File: src/serial_ctrl_map.vh
`ifndef SERIAL_CTRL_MAP_VH
`define SERIAL_CTRL_MAP_VH
// byte addresses on the register bus
`define ADDR_CONTROL 5'h00
`define ADDR_STATUS 5'h04
`define ADDR_TXDATA 5'h08
`define ADDR_RXDATA 5'h0C
`define ADDR_MODE 5'h10
// control bit positions
`define CTL_TIE 7
`define CTL_RIE 6
`define CTL_TXEN 5
`define CTL_RXEN 4
`define CTL_AWAIT 3
`define CTL_TX_END_IRQ_EN 2
`define CTL_CSRC 1
`define CTL_COUT 0
// status bit positions
`define ST_TXE 7
`define ST_RXF 6
`define ST_ORE 5
`define ST_FE 4
`define ST_PE 3
`define ST_TX_END_FLAG 2
`define ST_ADDR 1
`define ST_ADDRT 0
// mode bit positions
`define MD_SYNC 7
`define MD_AMODE 2
// reset values
`define CONTROL_RST 8'h00
`define STATUS_RST 8'h84
`define MODE_RST 8'h00
// link timing
`define CLK_HZ 10000000
`define BIT_RATE 9600
`define EXT_OVERSAMPLE 16
`endif

File: src/serial_control.v
// Behaviour
// - control register resets and standby-clears to zero
// - cpu reads and writes control freely
// - bit 7 gates transmit-empty request
// - transmit-empty request drops on flag clear or disable
// - bit 6 gates receive-full and receive-error requests
// - receive requests drop on flag clear or disable
// - transmit disabled forces buffer-empty flag high
// - transmission starts once buffer-empty flag clears
// - receive disable keeps receive flags unchanged
// - receiver starts on start bit or clock; here it starts only on a low start bit, in sync mode too
// - address-wait works only async with address mode
// - address word clears address-wait, resumes reception
// - bit 2 gates transmit-end request
// - transmit-end request drops on flags clear or disable
// - bits 1,0 pick clock source and pin direction
// - clock-out bit only async with internal clock
// - clock output runs at bit rate
//
// Our own choices: the Avalon-MM register port and the placing of the registers.
`timescale 1ns/1ps
`default_nettype none
`include "serial_ctrl_map.vh"
module serial_control #(
   parameter integer CLK_HZ = `CLK_HZ,
   parameter integer BIT_RATE = `BIT_RATE
) (
   // clock and reset
   input wire core_clk,
   input wire rst_n,
   input wire clk_en,
   input wire standby,
   // avalon-mm slave
   input wire [4:0] address,
   input wire read,
   input wire write,
   input wire [31:0] writedata,
   output reg [31:0] readdata,
   output wire waitrequest,
   // serial pins
   input wire rxd_pin,
   output reg txd_pin,
   input wire sck_in,
   output reg sck_out,
   output wire sck_oe_n,
   // interrupt requests
   output wire tx_empty_irq,
   output wire rx_full_irq,
   output wire rx_error_irq,
   output wire tx_end_irq
);
   localparam integer DIV = CLK_HZ / (BIT_RATE * 16) < 1 ? 1 :
      CLK_HZ / (BIT_RATE * 16);
   localparam [3:0] S_IDLE = 4'b0001;
   localparam [3:0] S_DATA = 4'b0010;
   localparam [3:0] S_PAR = 4'b0100;
   localparam [3:0] S_STOP = 4'b1000;

   reg [7:0] serial_control_reg;
   reg [7:0] serial_mode_reg;
   reg [7:0] tx_holding_reg, tx_shift_reg, rx_holding_reg, rx_shift_reg;
   reg tx_buf_empty, rx_buf_full, overrun_err, framing_err, parity_err;
   reg tx_end_flag, rx_addr_bit, tx_addr_bit;
   reg [4:0] seen_reg; // read-as-one memory for clear-by-zero flags
   reg acked_reg;
   reg [1:0] rx_sync, sck_sync;
   reg sck_prev;
   reg [15:0] div_cnt;
   reg tick16;
   reg [3:0] tx_os, rx_os;
   reg [3:0] tx_state, rx_state;
   reg [3:0] tx_cnt, rx_cnt;
   reg rx_par_bit, rx_abit;
   reg [15:0] bitclk_cnt;

   wire tx_empty_irq_en = serial_control_reg[`CTL_TIE];
   wire rx_irq_en = serial_control_reg[`CTL_RIE];
   wire txen = serial_control_reg[`CTL_TXEN];
   wire rxen = serial_control_reg[`CTL_RXEN];
   wire tx_end_irq_en = serial_control_reg[`CTL_TX_END_IRQ_EN];
   wire csrc = serial_control_reg[`CTL_CSRC];
   wire cout = serial_control_reg[`CTL_COUT];
   wire sync_mode = serial_mode_reg[`MD_SYNC];
   wire addr_mode_bit = serial_mode_reg[`MD_AMODE] & ~sync_mode;
   wire addr_wait = serial_control_reg[`CTL_AWAIT] & addr_mode_bit;
   wire rxd = rx_sync[1];
   wire sck_rise = sck_sync[1] & ~sck_prev;

   // one-cycle answer: request taken on the edge after it appears
   assign waitrequest = (read | write) & ~acked_reg;
   wire wr = write & ~acked_reg;
   wire rd = read & ~acked_reg;
   wire [7:0] wd = writedata[7:0];

   // 16x tick from internal divider or external sck edges
   wire ext_clk = csrc;
   wire os_tick = ext_clk ? sck_rise : tick16;

   // pin direction: drive only async, internal, clock-out chosen
   wire drive_sck = ~csrc & cout & ~sync_mode;
   assign sck_oe_n = ~drive_sck;

   // level requests, no extra latching
   assign tx_empty_irq = tx_empty_irq_en & tx_buf_empty;
   assign rx_full_irq = rx_irq_en & rx_buf_full & ~addr_wait;
   assign rx_error_irq = rx_irq_en & (overrun_err | framing_err | parity_err)
      & ~addr_wait;
   assign tx_end_irq = tx_end_irq_en & tx_end_flag;

   wire [7:0] status_view = {tx_buf_empty, rx_buf_full, overrun_err,
      framing_err, parity_err, tx_end_flag, rx_addr_bit, tx_addr_bit};

   // receive word completion
   wire rx_done = rx_state == S_STOP && rx_os == 4'h7 && os_tick;
   wire is_addr_word = addr_mode_bit & rx_abit;
   wire rx_accept = rx_done & (~addr_wait | is_addr_word);
   wire tx_load = txen & ~tx_buf_empty & tx_state == S_IDLE;
   wire tx_last = tx_state == S_STOP && tx_os == 4'hF && os_tick;

   always @(posedge core_clk or negedge rst_n) begin
      if (!rst_n) begin
         serial_control_reg <= `CONTROL_RST;
         serial_mode_reg <= `MODE_RST;
         {tx_buf_empty, rx_buf_full, overrun_err, framing_err, parity_err,
            tx_end_flag, rx_addr_bit, tx_addr_bit} <= `STATUS_RST;
         seen_reg <= 5'h0;
         acked_reg <= 1'b0;
         tx_holding_reg <= 8'h00;
         rx_holding_reg <= 8'h00;
         readdata <= 32'h0000_0000;
      end else if (clk_en) begin
         acked_reg <= (rd | wr);
         if (standby) begin
            serial_control_reg <= `CONTROL_RST;
            {tx_buf_empty, rx_buf_full, overrun_err, framing_err,
               parity_err, tx_end_flag, rx_addr_bit, tx_addr_bit}
               <= `STATUS_RST;
            seen_reg <= 5'h0;
         end else begin
            if (rd) begin
               case (address)
                  `ADDR_CONTROL: readdata <= {24'h0, serial_control_reg};
                  `ADDR_STATUS: begin
                     readdata <= {24'h0, status_view};
                     seen_reg <= seen_reg | status_view[7:3];
                  end
                  `ADDR_TXDATA: readdata <= {24'h0, tx_holding_reg};
                  `ADDR_RXDATA: readdata <= {24'h0, rx_holding_reg};
                  `ADDR_MODE: readdata <= {24'h0, serial_mode_reg};
                  default: readdata <= 32'h0000_0000;
               endcase
            end
            if (wr && address == `ADDR_CONTROL)
               serial_control_reg <= wd;
            if (wr && address == `ADDR_MODE)
               serial_mode_reg <= wd;
            if (wr && address == `ADDR_TXDATA)
               tx_holding_reg <= wd;
            if (wr && address == `ADDR_STATUS) begin
               // clear only after seen as one
               if (!wd[`ST_TXE] && seen_reg[4]) begin
                  tx_buf_empty <= 1'b0;
                  seen_reg[4] <= 1'b0;
               end
               if (!wd[`ST_RXF] && seen_reg[3]) begin
                  rx_buf_full <= 1'b0;
                  seen_reg[3] <= 1'b0;
               end
               if (!wd[`ST_ORE] && seen_reg[2]) begin
                  overrun_err <= 1'b0;
                  seen_reg[2] <= 1'b0;
               end
               if (!wd[`ST_FE] && seen_reg[1]) begin
                  framing_err <= 1'b0;
                  seen_reg[1] <= 1'b0;
               end
               if (!wd[`ST_PE] && seen_reg[0]) begin
                  parity_err <= 1'b0;
                  seen_reg[0] <= 1'b0;
               end
               if (!wd[`ST_TXE] && seen_reg[4])
                  tx_end_flag <= 1'b0;
               tx_addr_bit <= wd[`ST_ADDRT];
            end
            // hardware sets after clears so a same-cycle event wins
            if (tx_load)
               tx_buf_empty <= 1'b1;
            if (!txen)
               tx_buf_empty <= 1'b1;
            if (tx_load)
               tx_end_flag <= 1'b0;
            if (tx_last && tx_buf_empty)
               tx_end_flag <= 1'b1;
            // receive disable leaves flags alone
            if (rx_accept) begin
               if (is_addr_word) begin
                  rx_addr_bit <= 1'b1;
                  serial_control_reg[`CTL_AWAIT] <= 1'b0;
               end else if (addr_mode_bit)
                  rx_addr_bit <= 1'b0;
               if (rx_buf_full)
                  overrun_err <= 1'b1;
               else begin
                  rx_holding_reg <= rx_shift_reg;
                  rx_buf_full <= 1'b1;
               end
               if (!rxd)
                  framing_err <= 1'b1;
               if (rx_par_bit && !addr_mode_bit && !sync_mode)
                  parity_err <= 1'b1;
            end
         end
      end
   end

   // synchronisers, baud divider, bit-rate clock out
   always @(posedge core_clk or negedge rst_n) begin
      if (!rst_n) begin
         rx_sync <= 2'b11;
         sck_sync <= 2'b00;
         sck_prev <= 1'b0;
         div_cnt <= 16'h0000;
         tick16 <= 1'b0;
         bitclk_cnt <= 16'h0000;
         sck_out <= 1'b0;
      end else if (clk_en) begin
         rx_sync <= {rx_sync[0], rxd_pin};
         sck_sync <= {sck_sync[0], sck_in};
         sck_prev <= sck_sync[1];
         tick16 <= 1'b0;
         if (div_cnt == DIV[15:0] - 16'h0001) begin
            div_cnt <= 16'h0000;
            tick16 <= 1'b1;
            // eight ticks per half bit gives a bit-rate clock
            if (bitclk_cnt == 16'h0007) begin
               bitclk_cnt <= 16'h0000;
               sck_out <= ~sck_out & drive_sck;
            end else
               bitclk_cnt <= bitclk_cnt + 16'h0001;
         end else
            div_cnt <= div_cnt + 16'h0001;
         // park low at once when released, never left high
         if (!drive_sck)
            sck_out <= 1'b0;
      end
   end

   // transmitter: start, 8 data, optional address bit, stop
   always @(posedge core_clk or negedge rst_n) begin
      if (!rst_n) begin
         tx_state <= S_IDLE;
         tx_shift_reg <= 8'h00;
         tx_cnt <= 4'h0;
         tx_os <= 4'h0;
         txd_pin <= 1'b1;
      end else if (clk_en) begin
         if (standby || !txen) begin
            tx_state <= S_IDLE;
            txd_pin <= 1'b1;
         end else case (tx_state)
            S_IDLE: if (tx_load) begin
               tx_shift_reg <= tx_holding_reg;
               tx_state <= S_DATA;
               tx_cnt <= 4'h0;
               tx_os <= 4'h0;
               txd_pin <= 1'b0;
            end
            S_DATA: if (os_tick) begin
               tx_os <= tx_os + 4'h1;
               if (tx_os == 4'hF) begin
                  txd_pin <= tx_shift_reg[0];
                  tx_shift_reg <= {1'b0, tx_shift_reg[7:1]};
                  tx_cnt <= tx_cnt + 4'h1;
                  if (tx_cnt == 4'h8) begin
                     tx_state <= addr_mode_bit ? S_PAR : S_STOP;
                     txd_pin <= addr_mode_bit ? tx_addr_bit : 1'b1;
                  end
               end
            end
            S_PAR: if (os_tick) begin
               tx_os <= tx_os + 4'h1;
               if (tx_os == 4'hF) begin
                  tx_state <= S_STOP;
                  txd_pin <= 1'b1;
               end
            end
            S_STOP: if (os_tick) begin
               tx_os <= tx_os + 4'h1;
               if (tx_os == 4'hF)
                  tx_state <= S_IDLE;
            end
            default: tx_state <= S_IDLE;
         endcase
      end
   end

   // receiver; address-wait words are shifted but not delivered
   always @(posedge core_clk or negedge rst_n) begin
      if (!rst_n) begin
         rx_state <= S_IDLE;
         rx_shift_reg <= 8'h00;
         rx_cnt <= 4'h0;
         rx_os <= 4'h0;
         rx_par_bit <= 1'b0;
         rx_abit <= 1'b0;
      end else if (clk_en) begin
         if (standby || !rxen)
            rx_state <= S_IDLE;
         else case (rx_state)
            S_IDLE: if (os_tick && !rxd) begin
               rx_state <= S_DATA;
               rx_os <= 4'h0;
               rx_cnt <= 4'h0;
               rx_abit <= 1'b0;
               rx_par_bit <= 1'b0;
            end
            S_DATA: if (os_tick) begin
               rx_os <= rx_os + 4'h1;
               if (rx_os == 4'h7 && rx_cnt == 4'h0 && rxd)
                  rx_state <= S_IDLE;
               else if (rx_os == 4'h7 && rx_cnt != 4'h0) begin
                  rx_shift_reg <= {rxd, rx_shift_reg[7:1]};
                  rx_par_bit <= rx_par_bit ^ rxd;
               end
               if (rx_os == 4'hF) begin
                  rx_cnt <= rx_cnt + 4'h1;
                  if (rx_cnt == 4'h8)
                     rx_state <= addr_mode_bit ? S_PAR : S_STOP;
               end
            end
            S_PAR: if (os_tick) begin
               rx_os <= rx_os + 4'h1;
               if (rx_os == 4'h7)
                  rx_abit <= rxd;
               if (rx_os == 4'hF)
                  rx_state <= S_STOP;
            end
            S_STOP: if (os_tick) begin
               rx_os <= rx_os + 4'h1;
               if (rx_os == 4'h7)
                  rx_state <= S_IDLE;
            end
            default: rx_state <= S_IDLE;
         endcase
      end
   end
endmodule
`default_nettype wire

File: config.mk
export PLATFORM = sky130hd
export DESIGN_NAME = serial_control
export DESIGN_NICKNAME = d
export VERILOG_FILES = /design/src/serial_control.v
export VERILOG_INCLUDE_DIRS = /design/src /design/src/src
export SDC_FILE = /design/constraint.sdc
export NUM_CORES = 1
export LEC_CHECK = 0
export ABC_AREA = 1
export BUFFER_PORTS_ARGS = -buffer_cell sky130_fd_sc_hd__buf_4
export CORE_MARGIN = 2
export CORE_UTILIZATION = 40
export CTS_CLUSTER_DIAMETER = 80
export DETAILED_ROUTE_END_ITERATION = 8
export PLACE_DENSITY = 0.66
export SYNTH_ARGS = -nofsm -noshare
export SYNTH_HDL_FRONTEND = slang
export SYNTH_SLANG_ARGS = --single-unit
File: constraint.sdc
create_clock -name core_clk -period 1.72 [get_ports core_clk]
set_input_delay 0.43 -clock core_clk [delete_from_list [all_inputs] [get_ports core_clk]]
set_output_delay 0.43 -clock core_clk [all_outputs]
set_load 0.02 [all_outputs]
==> run metrics <==
ANT nets after route=0; met3 WL post-DR=835 µm; Worst Slack Setup Final=-0.148 ns; crit start category=flop; routed len/inst=13.8 µm; Iter 0 DRT Violations=630; Final setup viols=3; final worst path period need=1.87 ns; worst hold-check path type=primary input to flop; chip width=140 µm; CTS tree=built; synthesized flop and latch total=136; Ports=85; H-tree lvl count=4; wl on met1=8470 µm; setup total negative slack=-0.291 ns; Worst-path clk slew=0.06 ns; CP Capture Type=output port; vias=6676; clk root buf=clkbuf_16; Layout Nets=1132; Port-buffer cells=36; largest cells by area after synthesis=dfrtp_1 43%, nand2_1 13%, o21ai_0 6.7%; GRT Residual Overflow=0; Clock Latency Late Sink=0.42 ns; Post-DP Area=0.00825 mm²; clk_skew=0.00883 ns; failing checks=setup timing; residual DRC count=0; f_max=535 MHz; R2R cell count=8; antenna cell count=0; max_cap viols=0; Leak=4.50 nW; die area=0.0197 mm²; Crit path required time=1.29 ns; post-synthesis sequential area ratio=0.460; clock buffer depth=2; Avg Inst Size Synth=7.65 µm²; # rows=49; leading cell types in the layout, fill and taps excluded=245 x nand2_1, 127 x dfrtp_1, 118 x inv_1; commonest non-fill, non-tap cell in the layout=nand2_1; met2 wire length=8610 µm; Largest regs=bitclk_cnt x16, div_cnt x16; Filler cells=1713; initial antenna violation count=0; Pre-antenna DRT Iters=5; Initial Util=0.411; Yosys top cell area share=0.435; Max IR drop VDD=0.000544 V; hpwl dp=12900 µm; post-route cell area=0.00924 mm²; global-route wire length before repair=30000 µm; top sig layer=met4; Async S/R FF share, synth=1.00; Worst Path Max Fanout=4; status=finished, violations left; pwr/cell area=893 mW/mm²; area leader, netlist=dfrtp_1; number of flops mapped to enable cells by yosys=0; Tot GR Track Use=0.187; routed vias/inst=5.06; Ys Warns=0; Slew Viols, Final=0; Hold Fails Final Rpt=0; fin crit share=1.09; worst hold path depth=3; chip height=140 µm; Critical Path AT=1.44 ns; RSZ-0062 raised after global routing=true; Routability Congestion=0.904; cts bufs inserted=17; drt total wl=18200 µm; CTS sink count=136; Cells after Synth=970; core region area=0.0181 mm²; critical path type=flop to output port; count of different cell masters after synthesis=39; Final Power=8.25 mW; largest net degree at the start of global routing=40; number of global-route vias before repair=6167; share of layout cells above drive strength 1=0.197; main flop type after synthesis=dfrtp_1; mapped cell area=0.00742 mm²; Area Growth Syn to Fin=24.4%
## Yosys cell counts (8+ instances only)
cell     count
a21oi_1     19
o21ai_2      8
nor2_1      60
o21ai_0    100
dfrtp_1    129
nand4_1     32
buf_2        9
ha_1         9
nor3_1      17
nand3_1     81
o22ai_1      8
xor2_1      17
buf_4       24
inv_1      126
nand2_1    259
## per-stage QoR
stage | setup slack (ns) | hold WS (ns) | cells | utilization
finish | -0.148 | 0.233 | 1320 | 0.511
global route | -0.199 | 0.223 | 1320 | 0.511
CTS | -0.220 | 0.221 | 1304 | 0.495
detailed placement | -0.138 | 0.292 | 1267 | 0.456
global placement | -0.0860 | 0.291 | 1267 | 0.456
floorplan | 0.0627 | 0.134 | 993 | -
## routing by layer
| layer | vias to the layer above | global-route usage |
|---|---|---|
| li1 | 3335 | - |
| met1 | 3150 | 0.260 |
| met2 | 172 | 0.293 |
| met3 | 19 | 0.0390 |
| met4 | 0 | 0.0611 |
| met5 | - | 0 |
## worst paths after layout
kind                       slack (ns)           endpoint               start
max                             -0.15       rx_error_irq  serial_mode_reg[2]
min                              0.23        sck_sync[0]              sck_in
max reg2reg                      0.06  rx_holding_reg[5]         rx_state[2]
min reg2reg                      0.46            txd_pin             txd_pin
max in group asynchronous        0.67        rx_state[0]               rst_n
min in group asynchronous        0.42    rx_shift_reg[2]               rst_n
## cells by family after synthesis
family / count (synthesis) / share of synthesized area
muxes: 7 / 0.00944
other: 1 / 0.000505
adders and majority gates: 9 / 0.0152
buffers and inverters: 172 / 0.103
AOI/OAI and AO/OA: 154 / 0.113
DFF: 136 / 0.460
xor gates and xnor gates: 18 / 0.0212
and+or+nand+nor: 473 / 0.278
## what timing repair did
item	4_1_cts	5_1_grt
gates cloned	0	2
resized for setup	15	44
endpoints found under the setup margin	15	61
setup buffers	5	15
pin swaps	3	11
endpoints found under the hold margin	14	0
hold buffers	1	0
## power breakdown
group / internal (mW) / switching [mW] / total, mW
registers: 3.39 / 0.207 / 3.60
logic: 0.300 / 0.581 / 0.881
clock network: 2.33 / 1.44 / 3.77
total: 6.02 / 2.23 / 8.25
## critical path, stage by stage, from the launching register on
cell      delay (ns)
dfrtp_1         0.41
nand2_4         0.13
nor2_4          0.05
a311oi_2        0.24
buf_4           0.20
## area by class of cell
class | instances | area [µm²] | area share
multi-input combinational | 685 | 3490 | 0.378
inverter | 128 | 484 | 0.0524
sequential | 136 | 3410 | 0.370
timing repair buffer | 110 | 948 | 0.103
clock inverter | 14 | 174 | 0.0188
clock buffer | 18 | 439 | 0.0475
tap | 229 | 287 | 0.0310
Note: power is estimated with default switching activity, not from simulation.
